**src/afr_pkg.sv**
```systemverilog
// Package for the host controller of a 64x9 strobe-handshake FIFO device.
// Assumes a single 10 MHz system clock; device pins are asynchronous to it.
package afr_pkg;
  localparam int          WORD_W        = 9;
  localparam int          DEV_DEPTH     = 64;
  localparam int          HALF_LEVEL    = 32;
  localparam int          BUF_DEPTH     = 4;
  localparam int          CLK_PERIOD_NS = 100;
  // Least strobe high and low times, in ns, and their counts in cycles
  localparam int          STROBE_MIN_NS = 30;
  localparam int          STROBE_CYC    = (STROBE_MIN_NS + CLK_PERIOD_NS - 1) / CLK_PERIOD_NS;
  localparam int          CLEAR_MIN_NS  = 30;
  localparam int          CLEAR_CYC     = (CLEAR_MIN_NS + CLK_PERIOD_NS - 1) / CLK_PERIOD_NS;
  localparam logic [3:0]  CNT_ONE       = 4'h1;
  localparam logic [8:0]  WORD_RESET    = 9'h000;

  typedef struct packed {
    logic input_ready;
    logic output_ready;
    logic occupancy_flag;
    logic upper_half;
  } afr_flags_type;

  typedef enum logic [1:0] {AFR_EMPTY, AFR_PART, AFR_UPPER, AFR_FULL} afr_level_type;

  typedef enum {AFR_CLEAR, AFR_IDLE, AFR_HIGH, AFR_LOW} afr_strobe_type;
endpackage

```
**src/afr_fifo.sv**
```systemverilog
// Small valid/ready FIFO holding words read from the device.
// Assumes one clock and an active-high asynchronous reset.
`timescale 1ns/1ps
module afr_fifo #(
  parameter int WIDTH = 9,
  parameter int DEPTH = 4
) (
  input  wire logic             clk_sys,
  input  wire logic             sys_rst,
  input  wire logic [WIDTH-1:0] in_data,
  input  wire logic             in_valid,
  output logic                  in_ready,
  output logic      [WIDTH-1:0] out_data,
  output logic                  out_valid,
  input  wire logic             out_ready
);
  localparam int AW = $clog2(DEPTH);
  logic [WIDTH-1:0] mem [DEPTH];
  logic [AW-1:0]    wr_ptr;
  logic [AW-1:0]    rd_ptr;
  logic [AW:0]      count;
  wire              push = in_valid && in_ready;
  wire              pop  = out_valid && out_ready;

  assign in_ready  = count != (AW+1)'(DEPTH);
  assign out_valid = count != '0;
  assign out_data  = mem[rd_ptr];

  always_ff @(posedge clk_sys) begin
    if (push) mem[wr_ptr] <= in_data;
  end

  always_ff @(posedge clk_sys or posedge sys_rst) begin
    if (sys_rst) begin
      wr_ptr <= '0;
      rd_ptr <= '0;
      count  <= '0;
    end else begin
      if (push) wr_ptr <= (wr_ptr == AW'(DEPTH-1)) ? '0 : wr_ptr + 1'b1;
      if (pop)  rd_ptr <= (rd_ptr == AW'(DEPTH-1)) ? '0 : rd_ptr + 1'b1;
      count <= count + (AW+1)'(push) - (AW+1)'(pop);
    end
  end
endmodule // afr_fifo

```
**src/afr_host.sv**
```systemverilog
// Host controller that writes and unloads a 64x9 strobe-handshake FIFO device.
// Assumes the device pins are asynchronous; all flag inputs are synchronised here.
`timescale 1ns/1ps
module afr_host
  import afr_pkg::*;
#(
  parameter int LANES = 1
) (
  input  wire logic                          clk_sys,
  input  wire logic                          sys_rst,
  input  wire logic [afr_pkg::WORD_W-1:0]    src_data,
  input  wire logic                          src_valid,
  output logic                               src_ready,
  output logic      [afr_pkg::WORD_W-1:0]    snk_data,
  output logic                               snk_valid,
  input  wire logic                          snk_ready,
  input  wire logic                          clear_req,
  output logic                               clear_n,
  output logic                               write_strobe,
  output logic      [afr_pkg::WORD_W-1:0]    write_word,
  output logic                               read_strobe,
  output logic                               out_enable_n,
  input  wire logic [afr_pkg::WORD_W-1:0]    read_word,
  input  wire logic [LANES-1:0]              dev_input_ready,
  input  wire logic [LANES-1:0]              dev_output_ready,
  input  wire logic [LANES-1:0]              dev_occupancy_flag,
  input  wire logic [LANES-1:0]              dev_upper_half,
  output afr_pkg::afr_level_type             level
);
  import afr_pkg::*;

  logic [4*LANES-1:0] pin_meta;
  logic [4*LANES-1:0] pin_sync;
  logic [8:0]       word_meta;
  logic [8:0]       word_sync;
  afr_strobe_type   wr_state;
  afr_strobe_type   rd_state;
  logic [3:0]       wr_cnt;
  logic [3:0]       rd_cnt;
  logic [3:0]       clr_cnt;
  logic             cap_valid;
  logic             cap_ready;
  logic [8:0]       cap_data;

  function automatic afr_level_type decode_level(input logic occ, input logic upper);
    if (!occ) decode_level = upper ? AFR_FULL : AFR_EMPTY;
    else      decode_level = upper ? AFR_UPPER : AFR_PART;
  endfunction

  // Each lane passes its own two flops; only settled flags are combined
  wire [4*LANES-1:0] pin_raw = {dev_input_ready, dev_output_ready,
                                dev_occupancy_flag, dev_upper_half};
  wire afr_flags_type flags = '{&pin_sync[4*LANES-1:3*LANES], &pin_sync[3*LANES-1:2*LANES],
                                &pin_sync[2*LANES-1:LANES], &pin_sync[LANES-1:0]};

  // Two-stage synchronisers; the first stage is read by the second only
  always_ff @(posedge clk_sys or posedge sys_rst) begin
    if (sys_rst) begin
      pin_meta  <= '0;
      pin_sync  <= '0;
      word_meta <= WORD_RESET;
      word_sync <= WORD_RESET;
    end else begin
      pin_meta  <= pin_raw;
      pin_sync  <= pin_meta;
      word_meta <= read_word;
      word_sync <= word_meta;
    end
  end

  wire wr_done   = (wr_cnt >= 4'(STROBE_CYC));
  wire rd_done   = (rd_cnt >= 4'(STROBE_CYC));
  wire clr_done  = (clr_cnt >= 4'(CLEAR_CYC));
  // Write only when the device shows room; full device would ignore it anyway
  // A pending clear blocks a new strobe, so no strobe is cut to one cycle
  wire wr_start  = src_valid && flags.input_ready && !write_strobe && !clear_req;
  // Read only with a word ready and room downstream; an empty read still held when a word lands swallows it
  wire rd_start  = flags.output_ready && cap_ready && !read_strobe && !clear_req;
  wire rd_finish = (rd_state == AFR_HIGH) && rd_done;

  // Shared control: one clear, write and read strobe drives every lane
  always_ff @(posedge clk_sys or posedge sys_rst) begin
    if (sys_rst) begin
      clear_n <= 1'b0;
      clr_cnt <= '0;
    end else if (clear_req) begin
      clear_n <= 1'b0;
      clr_cnt <= '0;
    end else if (!clr_done) begin
      clr_cnt <= clr_cnt + CNT_ONE;
    end else begin
      clear_n <= 1'b1;
    end
  end

  always_ff @(posedge clk_sys or posedge sys_rst) begin
    if (sys_rst) begin
      wr_state     <= AFR_CLEAR;
      write_strobe <= 1'b0;
      write_word   <= WORD_RESET;
      wr_cnt       <= '0;
      src_ready    <= 1'b0;
    end else begin
      src_ready <= 1'b0;
      case (wr_state)
        AFR_CLEAR: if (clear_n && clr_done) wr_state <= AFR_IDLE;
        AFR_IDLE: begin
          if (wr_start) begin
            write_strobe <= 1'b1;
            write_word   <= src_data;
            src_ready    <= 1'b1;
            wr_cnt       <= '0;
            wr_state     <= AFR_HIGH;
          end
        end
        AFR_HIGH: begin
          wr_cnt <= wr_cnt + CNT_ONE;
          if (wr_done) begin
            write_strobe <= 1'b0;
            wr_cnt       <= '0;
            wr_state     <= AFR_LOW;
          end
        end
        AFR_LOW: begin
          // Hold low long enough for the synchronised input-ready to settle
          wr_cnt <= wr_cnt + CNT_ONE;
          if (wr_cnt >= 4'(STROBE_CYC + 2)) wr_state <= AFR_IDLE;
        end
        default: wr_state <= AFR_CLEAR;
      endcase
      if (!clear_n) begin
        write_strobe <= 1'b0;
        wr_state     <= AFR_CLEAR;
      end
    end
  end

  always_ff @(posedge clk_sys or posedge sys_rst) begin
    if (sys_rst) begin
      rd_state    <= AFR_CLEAR;
      read_strobe <= 1'b0;
      rd_cnt      <= '0;
      cap_valid   <= 1'b0;
      cap_data    <= WORD_RESET;
    end else begin
      cap_valid <= 1'b0;
      case (rd_state)
        AFR_CLEAR: if (clear_n && clr_done) rd_state <= AFR_IDLE;
        AFR_IDLE: begin
          if (rd_start) begin
            // Word with output ready high is the oldest; take it before the strobe
            cap_data    <= word_sync;
            cap_valid   <= 1'b1;
            read_strobe <= 1'b1;
            rd_cnt      <= '0;
            rd_state    <= AFR_HIGH;
          end
        end
        AFR_HIGH: begin
          rd_cnt <= rd_cnt + CNT_ONE;
          if (rd_finish) begin
            read_strobe <= 1'b0;
            rd_cnt      <= '0;
            rd_state    <= AFR_LOW;
          end
        end
        AFR_LOW: begin
          // Next word and output ready follow the fall; wait out the synchroniser
          rd_cnt <= rd_cnt + CNT_ONE;
          if (rd_cnt >= 4'(STROBE_CYC + 2)) rd_state <= AFR_IDLE;
        end
        default: rd_state <= AFR_CLEAR;
      endcase
      if (!clear_n) begin
        read_strobe <= 1'b0;
        rd_state    <= AFR_CLEAR;
      end
    end
  end

  // Fill level from the two composite flags, which covers full, half and empty
  always_ff @(posedge clk_sys or posedge sys_rst) begin
    if (sys_rst) begin
      level        <= AFR_EMPTY;
      out_enable_n <= 1'b1;
    end else begin
      level        <= decode_level(flags.occupancy_flag, flags.upper_half);
      out_enable_n <= 1'b0;
    end
  end

  afr_fifo #(
    .WIDTH (WORD_W),
    .DEPTH (BUF_DEPTH)
  ) u_buf (
    .clk_sys   (clk_sys),
    .sys_rst   (sys_rst),
    .in_data   (cap_data),
    .in_valid  (cap_valid),
    .in_ready  (cap_ready),
    .out_data  (snk_data),
    .out_valid (snk_valid),
    .out_ready (snk_ready)
  );

  // Checks on the strobes that this controller drives and on the fill level it decodes
  a_read_width: assert property (@(posedge clk_sys) disable iff (sys_rst)
    $rose(read_strobe) |-> read_strobe [*2])
    else $error("read strobe too short");
  a_write_width: assert property (@(posedge clk_sys) disable iff (sys_rst)
    $rose(write_strobe) |-> write_strobe [*2])
    else $error("write strobe too short");
  a_read_ends: assert property (@(posedge clk_sys) disable iff (sys_rst)
    $rose(read_strobe) |-> ##[1:8] !read_strobe)
    else $error("read strobe held");
  a_write_ends: assert property (@(posedge clk_sys) disable iff (sys_rst)
    $rose(write_strobe) |-> ##[1:8] !write_strobe)
    else $error("write strobe held");
  a_no_full_write: assert property (@(posedge clk_sys) disable iff (sys_rst)
    $rose(write_strobe) |-> $past(flags.input_ready))
    else $error("write while not ready");
  a_no_empty_read: assert property (@(posedge clk_sys) disable iff (sys_rst)
    $rose(read_strobe) |-> $past(flags.output_ready) && cap_valid)
    else $error("read while empty");
  a_clear_quiet: assert property (@(posedge clk_sys) disable iff (sys_rst)
    !clear_n |=> !write_strobe && !read_strobe)
    else $error("strobe during clear");
  a_level_map: assert property (@(posedge clk_sys) disable iff (sys_rst)
    (!flags.occupancy_flag && flags.upper_half) |=> level == AFR_FULL)
    else $error("level not full");
  c_read: cover property (@(posedge clk_sys) $rose(read_strobe));
  c_write: cover property (@(posedge clk_sys) $rose(write_strobe));
  c_full: cover property (@(posedge clk_sys) level == AFR_FULL);
  c_both: cover property (@(posedge clk_sys) read_strobe && write_strobe);
endmodule // afr_host

```
**config.mk**
```make
export PLATFORM = sky130hd
export DESIGN_NAME = afr_host
export DESIGN_NICKNAME = d
export VERILOG_FILES = /design/src/afr_pkg.sv /design/src/afr_fifo.sv /design/src/afr_host.sv
export SDC_FILE = /design/constraint.sdc
export NUM_CORES = 1
export LEC_CHECK = 0
export BUFFER_PORTS_ARGS = -buffer_cell sky130_fd_sc_hd__buf_4
export CORE_UTILIZATION = 45
export DETAILED_ROUTE_END_ITERATION = 8
export PLACE_DENSITY = 0.67
export SYNTH_ARGS = -nofsm -noshare
export SYNTH_HDL_FRONTEND = slang
export SYNTH_SLANG_ARGS = --single-unit
```
**constraint.sdc**
```tcl
create_clock -name clk_sys -period 2.6 [get_ports clk_sys]
set_clock_uncertainty 0.2 [all_clocks]
set_input_delay 0.52 -clock clk_sys [delete_from_list [all_inputs] [get_ports clk_sys]]
set_output_delay 0.52 -clock clk_sys [all_outputs]
set_load 0.1 [all_outputs]
```
==> results of run 1 <==
==> state kept, by name, summed over array words and instances, names as in the netlist, 3 cells and up <==
register,count
cap_data,9
word_meta,9
u_buf.count,3
u_buf.mem,36
clr_cnt,4
wr_cnt,4
write_word,9
word_sync,9
pin_meta,4
rd_cnt,4
flags,4
==> cell families (layout without fill, tap and decap cells) <==
family | Yosys count | count (layout)
other | 1 | 1
multiplexers | 30 | 30
adder cells (fa/ha/maj) | 25 | 25
buffers and inverters | 31 | 99
AND/OR/NAND/NOR | 46 | 46
flip-flops | 111 | 111
AO/OA/AOI/OAI | 39 | 39
XOR/XNOR | 4 | 4
==> stage by stage <==
step,area (µm²),instances
after floorplan,4480,287
after global placement,5060,472
after detailed placement,5060,472
after CTS,5280,488
after global routing,5280,488
final,5280,488
==> path summary, 6_finish.rpt <==
check	slack, ns	endpoint	startpoint	depth (start not counted)
setup / recovery	0.12	snk_data[2]	u_buf.rd_ptr[0]	3
hold / removal	0.02	word_sync[5]	sys_rst	3
setup reg to reg	0.25	u_buf.count[2]	u_buf.count[1]	8
hold reg to reg	0.16	word_sync[2]	word_meta[2]	0
max in group asynchronous	1.85	read_strobe	sys_rst	3
min in group clk_sys	0.04	word_meta[5]	read_word[5]	1
==> layout make-up <==
type / count / area (µm²)
inverters: 27 / 105
clock buffers: 9 / 124
fillers: 813 / 4400
well taps: 133 / 166
clock inverters: 7 / 91.3
multi-input cells: 145 / 1400
repair buffers: 56 / 437
flip-flops and latches: 111 / 2960
==> synthesized netlist by cell type, types with 2 or more instances <==
master	instances	area [µm²]
dfrtp_1	74	1850
edfxtp_1	36	1080
inv_1	27	101
ha_1	24	300
mux2_2	20	225
a21oi_1	10	50.1
mux4_2	9	203
nor2_1	9	33.8
o21ai_0	8	40.0
and2_1	7	43.8
nand2_1	5	18.8
a22o_1	4	35.0
or3_1	4	25.0
a22oi_1	3	22.5
nor3_1	3	15.0
a211oi_1	2	15.0
buf_2	2	10.0
clkbuf_1	2	7.51
nand3_1	2	10.0
nor2b_1	2	12.5
nor4b_1	2	17.5
o2111ai_1	2	17.5
xnor2_1	2	17.5
xor2_1	2	17.5
==> routing by layer <==
metal | track usage, % | vias up | routed length (µm)
li1 | - | 1149 | -
met1 | 19.5 | 1174 | 3190
met2 | 23.8 | 50 | 3270
met3 | 2.97 | 9 | 226
met4 | 6.13 | 0 | 80
met5 | 0 | - | 0
==> worst min-delay path, cell delays in order <==
cell        delay, ns
buf_4            0.12
clkinvlp_4       0.07
buf_12           0.32
==> power groups by stage <==
stage / combinational [mW] / sequential, mW / clock [mW]
2_1_floorplan: 1.70 / 3.08 / 0
3_3_place_gp: 2.82 / 2.51 / 0
3_5_place_dp: 2.86 / 2.54 / 0
4_1_cts: 2.86 / 2.50 / 1.10
5_1_grt: 3.06 / 2.55 / 1.16
6_report: 2.84 / 2.50 / 1.07
==> results.json, run 1 <==
{
  "rows": 36,
  "whs_ns": 0.0228,
  "drv_slew": 0,
  "hold_path_class": "input port to async pin",
  "start_kind": "register",
  "fin_util_pct": 54.5,
  "syn_area_per_cell_um2": 15.6,
  "synth_edf_count": 36,
  "fmax_mhz": 403,
  "status": "finished, final reports clean",
  "grt_pass1_vias": 2437,
  "crit_arrival_ns": 1.76,
  "hold_buffers": 0,
  "layout_setup_ws_ns": 0.120,
  "final_net_count": 402,
  "synth_fa_ha_area_share_pct": 7.16,
  "synth_mux_area_share_pct": 9.80,
  "path_cells": "buf_6 -> mux4_2 -> buf_4",
  "numCtsBuffers": 9,
  "wire_per_inst_um": 13.9,
  "timing.final.hold_violations": 0,
  "fp.dieW_um": 102,
  "vias_per_cell": 4.88,
  "grt.total_usage_pct": 14.7,
  "finalWeightedCongestion": 0.756,
  "p_leak_nw": 2.28,
  "synth_compound_area_share_pct": 6.10,
  "report.power.total_mw": 6.41,
  "dp_hpwl_mm": 4.64,
  "post-route-period-util_pct": 95.4,
  "fin_crit_ns": 2.48,
  "maxCapViolCount": 0,
  "synth_xor_area_share_pct": 0.784,
  "crit_buf_inv": 2,
  "rsz0062_at_grt": "no",
  "powerDensity_nw_per_um2": 1210,
  "ys_types": 50,
  "ys_seq_elements": 111,
  "yosys_warnings": 0,
  "async_reset_ff_share_pct": 67.6,
  "initial_core_util_pct": 46.2,
  "grt_pass1_wl_mm": 11.6,
  "cpLargestDelayFamily": "multiplexers",
  "required_ns": 1.88,
  "yosysSeqAreaShare_pct": 66.2,
  "netlist_area_um2": 4470,
  "grt_max_degree": 76,
  "crit_path_end_kind": "output port",
  "clkTransAtPathRegs_ns": 0.12,
  "layout_common_cells": "74 x dfrtp_1, 54 x buf_4, 36 x edfxtp_1, 26 x inv_1, 24 x ha_1",
  "syn_nets": 339,
  "peakVddDrop_v": 0.000836,
  "antenna_left": 0,
  "grt_antenna_before_repair": 0,
  "cts_root_buffer": "clkbuf_8",
  "final_layout_size_suffix_gt1_share_pct": 32.7,
  "power_frac_seq_pct": 39.0,
  "relSlewSlack_pct": 61.2,
  "clk_latency_ns": 0.38,
  "core_area_um2": 9680,
  "p_int_mw": 3.51,
  "cts_resized": 0,
  "power.share.switching_pct": 45.3,
  "antenna_cells": 0,
  "clkPwrFrac_pct": 16.6,
  "synthSimpleGateAreaFrac_pct": 7.22,
  "die_height_um": 102,
  "path_class": "register to output port",
  "dpl_worst_slack_ns": 0.240,
  "crit_slowest_cell": "mux4_2",
  "ctsLongestPathBuffers": 2,
  "vias": 2382,
  "dieArea_um2": 10300,
  "layout_commonest_cell": "dfrtp_1",
  "cts_tree": "done",
  "power_frac_comb_pct": 44.4,
  "cp_max_fo": 9,
  "drt_wl_total_mm": 6.76,
  "syn_inst": 287,
  "ys.flop_type": "dfrtp_1",
  "tns_ns": 0,
  "post-cts-setup-buffers": 0,
  "synth_top_family_by_area": "multiplexers",
  "slowest_delay_ns": 0.52,
  "setup_violations": 0,
  "ioPinCount": 53,
  "first_iter_violations": 85,
  "dr.pass1.iters": 6,
  "tightestPinTransition_ns": 0.574,
  "clock-sinks": 111,
  "drc": 0,
  "power.switching_mw": 2.90,
  "overflow": 0,
  "htree_levels": 3,
  "port_buffers": 52,
  "area_delta_synth_final_pct": 18.1
}
Power figures use the tool's default switching activity.
==> run 2: changes to the inputs <==
--- a/config.mk
+++ b/config.mk
@@ -6,9 +6,12 @@
 export NUM_CORES = 1
 export LEC_CHECK = 0
 export BUFFER_PORTS_ARGS = -buffer_cell sky130_fd_sc_hd__buf_4
-export CORE_UTILIZATION = 45
+export CELL_PAD_IN_SITES_DETAIL_PLACEMENT = 1
+export CELL_PAD_IN_SITES_GLOBAL_PLACEMENT = 2
+export CORE_UTILIZATION = 37
 export DETAILED_ROUTE_END_ITERATION = 8
-export PLACE_DENSITY = 0.67
+export HOLD_SLACK_MARGIN = 0.06
+export PLACE_DENSITY_LB_ADDON = 0.1
 export SYNTH_ARGS = -nofsm -noshare
 export SYNTH_HDL_FRONTEND = slang
 export SYNTH_SLANG_ARGS = --single-unit
==> run 2 against run 1 <==
  * The flow now finishes with violations (DRC)
  * Sequential power barely moved
  * First-iteration DRC count rose by 19%
  * Core utilization fell by 7.9 points
  * Combinational power rose by 2%
  * Cell count rose by 2.7%
  * Critical path type unchanged
  * Largest cell class unchanged
  * Largest power group unchanged
  * Highest routed layer unchanged
==> results.json, run 2 (same netlist as run 1, synthesis figures left out) <==
{
  "status": "complete, but fails checks",
  "violations": "DRC",
  "overflow": 0,
  "drc": 3,
  "dp_hpwl_mm": 5.45,
  "port_buffers": 52,
  "relSlewSlack_pct": 57.4,
  "finalWeightedCongestion": 0.716,
  "htree_levels": 3,
  "initial_core_util_pct": 38.5,
  "post-cts-setup-buffers": 0,
  "grt.total_usage_pct": 14.1,
  "drt_wl_total_mm": 7.99,
  "grt_pass1_wl_mm": 13.2,
  "fin_crit_ns": 2.44,
  "dr.pass1.iters": 6,
  "clk_latency_ns": 0.35,
  "path_class": "register to output port",
  "ctsLongestPathBuffers": 2,
  "worstReg2RegStart": "u_buf.count[1]",
  "fp.dieW_um": 112,
  "required_ns": 1.88,
  "layout_commonest_cell": "dfrtp_1",
  "power.share.switching_pct": 42.7,
  "antenna_left": 0,
  "reg2reg_depth": 8,
  "largest_register": "u_buf.mem",
  "post-route-period-util_pct": 93.8,
  "dieArea_um2": 12500,
  "powerDensity_nw_per_um2": 1250,
  "drv_slew": 0,
  "core_area_um2": 11600,
  "maxCapViolCount": 0,
  "numCtsBuffers": 9,
  "crit_start": "u_buf.rd_ptr[0]",
  "cts_tree": "done",
  "wire_per_inst_um": 15.9,
  "worstReg2RegEnd": "u_buf.count[2]",
  "cts_resized": 0,
  "power_frac_seq_pct": 37.0,
  "crit_path_end_kind": "output port",
  "grt_antenna_before_repair": 0,
  "die_height_um": 112,
  "hold_path_class": "input port to register",
  "fin_util_pct": 46.6,
  "ioPinCount": 53,
  "cts_root_buffer": "clkbuf_16",
  "peakVddDrop_v": 0.000755,
  "clkPwrFrac_pct": 20.2,
  "timing.final.hold_violations": 0,
  "final_layout_size_suffix_gt1_share_pct": 31.8,
  "largest_reg_flops": 36,
  "layout_common_cells": "74 x dfrtp_1, 54 x buf_4, 36 x edfxtp_1, 26 x inv_1, 24 x ha_1",
  "grt_pass1_vias": 2503,
  "cp_max_fo": 9,
  "final_net_count": 405,
  "antenna_cells": 0,
  "reg2reg_slack_ns": 0.24,
  "fmax_mhz": 410,
  "area_delta_synth_final_pct": 21.0,
  "rsz0062_at_grt": "no",
  "vias_per_cell": 4.83,
  "timing.critical_path.to": "snk_data[8]",
  "p_int_mw": 3.89,
  "crit_arrival_ns": 1.72,
  "rows": 39,
  "start_kind": "register",
  "first_iter_violations": 101,
  "tightestPinTransition_ns": 0.630,
  "clkTransAtPathRegs_ns": 0.07,
  "tns_ns": 0,
  "setup_violations": 0,
  "p_leak_nw": 2.34,
  "grt_max_degree": 61,
  "power.switching_mw": 2.89,
  "vias": 2420,
  "hold_buffers": 3,
  "clock-sinks": 111,
  "power_frac_comb_pct": 42.8
}
run 2: how the worst min path moves through the flow:
stage / to / depth (start not counted) / startpoint / slack [ns]
3_3_place_gp: word_sync[5] / 0 / word_meta[5] / 0.13
6_report: pin_meta[3] / 1 / dev_input_ready / 0.08
2_1_floorplan: flags[0] / 0 / pin_meta[0] / 0.13
3_5_place_dp: word_sync[1] / 0 / word_meta[1] / 0.14
4_1_cts: pin_meta[3] / 1 / dev_input_ready / 0.06
5_1_grt: word_meta[7] / 1 / read_word[7] / 0.06
run 2: layout make-up:
cell class | count | area, µm²
Clock buffer | 10 | 229
Multi-Input combinational cell | 145 | 1400
Clock inverter | 6 | 65.1
Fill cell | 1170 | 6200
Timing Repair Buffer | 59 | 475
Inverter | 27 | 105
Tap cell | 143 | 179
Sequential cell | 111 | 2960
run 2: stage by stage:
step	hold slack (ns)	setup slack, ns	power (mW)	std cells	area, µm²
final	0.0773	0.161	6.78	501	5410
after global routing	0.0629	0.0931	7.15	501	5410
after CTS	0.0606	0.126	6.89	501	5410
after detailed placement	0.136	0.252	5.47	482	5090
after global placement	0.132	0.286	5.42	482	5090
after floorplan	0.131	0.122	4.78	287	4480
run 2: layer usage:
metal | global-route usage, % | share of wire [%] | wire length (µm)
met5 | 0 | 0 | 0
met4 | 7.30 | 1.7 | 137
met3 | 2.72 | 2.6 | 207
met2 | 22.2 | 48 | 3830
met1 | 18.6 | 48 | 3820
run 2: power by group through the flow:
| stage | combinational (mW) | sequential, mW | clock (mW) |
|---|---|---|---|
| after detailed placement | 2.92 | 2.55 | 0 |
| final | 2.90 | 2.51 | 1.37 |
| after global routing | 3.09 | 2.57 | 1.48 |
| after floorplan | 1.70 | 3.08 | 0 |
| after CTS | 2.94 | 2.52 | 1.43 |
| after global placement | 2.90 | 2.52 | 0 |
run 2: worst max-delay path, cell delays in order, from the launching register on:
cell,delay [ns]
dfrtp_1,0.44
buf_12,0.18
mux4_2,0.51
buf_4,0.25
==> run 3: changes to the inputs <==
--- a/config.mk
+++ b/config.mk
@@ -12,6 +12,7 @@
 export DETAILED_ROUTE_END_ITERATION = 8
 export HOLD_SLACK_MARGIN = 0.06
 export PLACE_DENSITY_LB_ADDON = 0.1
+export SETUP_SLACK_MARGIN = 0.3
 export SYNTH_ARGS = -nofsm -noshare
 export SYNTH_HDL_FRONTEND = slang
 export SYNTH_SLANG_ARGS = --single-unit
==> constraint.sdc (replaced) <==
create_clock -name clk_sys -period 2.6 [get_ports clk_sys]
set_clock_uncertainty 0.2 [all_clocks]
set_input_delay 0.13 -clock clk_sys [delete_from_list [all_inputs] [get_ports clk_sys]]
set_output_delay 0.13 -clock clk_sys [all_outputs]
set_load 0.1 [all_outputs]
==> run 3 against run 2 <==
  * The run still ends with DRC left
  * Cell count up 4.4%
  * Largest power group unchanged
  * Total power down 0.83%
  * Count of clock-buffer cells in the layout unchanged
  * Die area unchanged
  * Critical endpoint is now u_buf.count[2]
  * Maximum frequency up 13%
==> results.json, run 3 (same netlist as run 1, synthesis figures left out) <==
{
  "relSlewSlack_pct": 64.3,
  "cts_root_buffer": "clkbuf_16",
  "finalWeightedCongestion": 0.702,
  "fin_util_pct": 48.5,
  "grt.total_usage_pct": 14.5,
  "area_delta_synth_final_pct": 26.1,
  "hold_path_class": "input port to async pin",
  "clkTransAtPathRegs_ns": 0.07,
  "start_kind": "register",
  "largest_reg_flops": 36,
  "initial_core_util_pct": 38.5,
  "powerDensity_nw_per_um2": 1190,
  "first_iter_violations": 78,
  "crit_start": "u_buf.count[2]",
  "post-route-period-util_pct": 83.3,
  "layout_common_cells": "74 x dfrtp_1, 55 x buf_4, 36 x edfxtp_1, 25 x dlygate4sd3_1, 24 x inv_1",
  "dr.pass1.iters": 6,
  "largest_register": "u_buf.mem",
  "grt_pass1_vias": 2711,
  "cp_max_fo": 4,
  "p_leak_nw": 2.42,
  "required_ns": 2.63,
  "tns_ns": 0,
  "timing.final.hold_violations": 0,
  "dieArea_um2": 12500,
  "maxCapViolCount": 0,
  "cts_tree": "done",
  "crit_arrival_ns": 2.19,
  "final_net_count": 427,
  "ioPinCount": 53,
  "vias_per_cell": 4.79,
  "vias": 2506,
  "die_height_um": 112,
  "fin_crit_ns": 2.16,
  "drc": 3,
  "multi_input_area_um2": 1440,
  "numCtsBuffers": 9,
  "clock-sinks": 111,
  "grt_max_degree": 55,
  "report.power.total_mw": 6.72,
  "antenna_cells": 0,
  "drv_slew": 0,
  "ff_latch_area_um2": 2960,
  "rows": 39,
  "drt_wl_total_mm": 8.07,
  "dpl_worst_slack_ns": 0.432,
  "status": "complete, but fails checks",
  "htree_levels": 3,
  "rsz0062_at_grt": "no",
  "reg2reg_depth": 8,
  "antenna_left": 0,
  "clk_latency_ns": 0.35,
  "crit_path_end_kind": "register",
  "wire_per_inst_um": 15.4,
  "layout_setup_ws_ns": 0.435,
  "grt_antenna_before_repair": 0,
  "grt_pass1_wl_mm": 13.7,
  "path_class": "register to register",
  "core_area_um2": 11600,
  "fmax_mhz": 462,
  "peakVddDrop_v": 0.000865,
  "tightestPinTransition_ns": 0.528,
  "worstReg2RegStart": "u_buf.count[2]",
  "ctsLongestPathBuffers": 2,
  "final_layout_size_suffix_gt1_share_pct": 32.1,
  "violations": "DRC",
  "dp_hpwl_mm": 5.45,
  "setup_violations": 0,
  "overflow": 0,
  "layout_commonest_cell": "dfrtp_1",
  "fp.dieW_um": 112,
  "fillers": 1186,
  "port_buffers": 52
}
[run 3: cell types whose count changed in the layout (fill, tap and decap cells not counted), moves of 2 or more]
cell,delta
clkinv_2,+2
clkinv_4,+2
dlygate4sd3_1,+22
ha_1,-2
ha_4,+2
inv_1,-2
inv_2,+2
[run 3: worst paths after layout]
path | end | slack [ns]
max | u_buf.count[2] | 0.44
max in group asynchronous | out_enable_n | 1.42
min | write_word[3] | 0.12
max reg2reg | u_buf.count[2] | 0.44
min in group clk_sys | flags[3] | 0.15
min reg2reg | flags[3] | 0.15
[run 3: stage by stage]
step	hold WS (ns)	std cells	instance area, µm²
after floorplan	-0.0386	287	4510
after global placement	-0.0553	482	5110
after detailed placement	-0.0568	482	5110
after CTS	0.112	523	5630
after global routing	0.153	523	5640
final	0.118	523	5640
[run 3: repair_timing]
action | CTS | global route
buffers inserted | 0 | 0
hold buffers | 25 | 0
endpoints found under the setup margin | 0 | 1
endpoints found under the hold margin | 103 | 0
gates resized for setup | 0 | 1
[run 3: cell type report]
class	count	area share [%]
Clock buffer	10	4.06
Clock inverter	6	0.799
Inverter	27	1.82
Multi-Input combinational cell	145	25.5
Sequential cell	111	52.5
Tap cell	143	3.17
Timing Repair Buffer	81	12.1
[run 3: metal layers]
layer	global-route usage (%)	part of all wire (%)	vias up
li1	-	-	1200
met1	18.5	47	1256
met2	23.5	49	39
met3	2.89	3.1	11
met4	7.30	1.7	0
met5	0	0	-
[run 3: critical path, stage by stage (launching register included)]
cell,delay (ns)
dfrtp_1,0.40
or3_4,0.41
nand2_4,0.09
inv_2,0.04
ha_4,0.25
inv_2,0.04
ha_4,0.15
fa_2,0.35
xnor2_1,0.13
[run 3: power breakdown]
group	leakage, nW	total [mW]	internal, mW	switching (mW)
Clock	0.137	1.28	0.657	0.623
Sequential	1.26	2.49	2.21	0.279
Combinational	1.03	2.95	0.931	2.02
Total	2.42	6.72	3.80	2.92
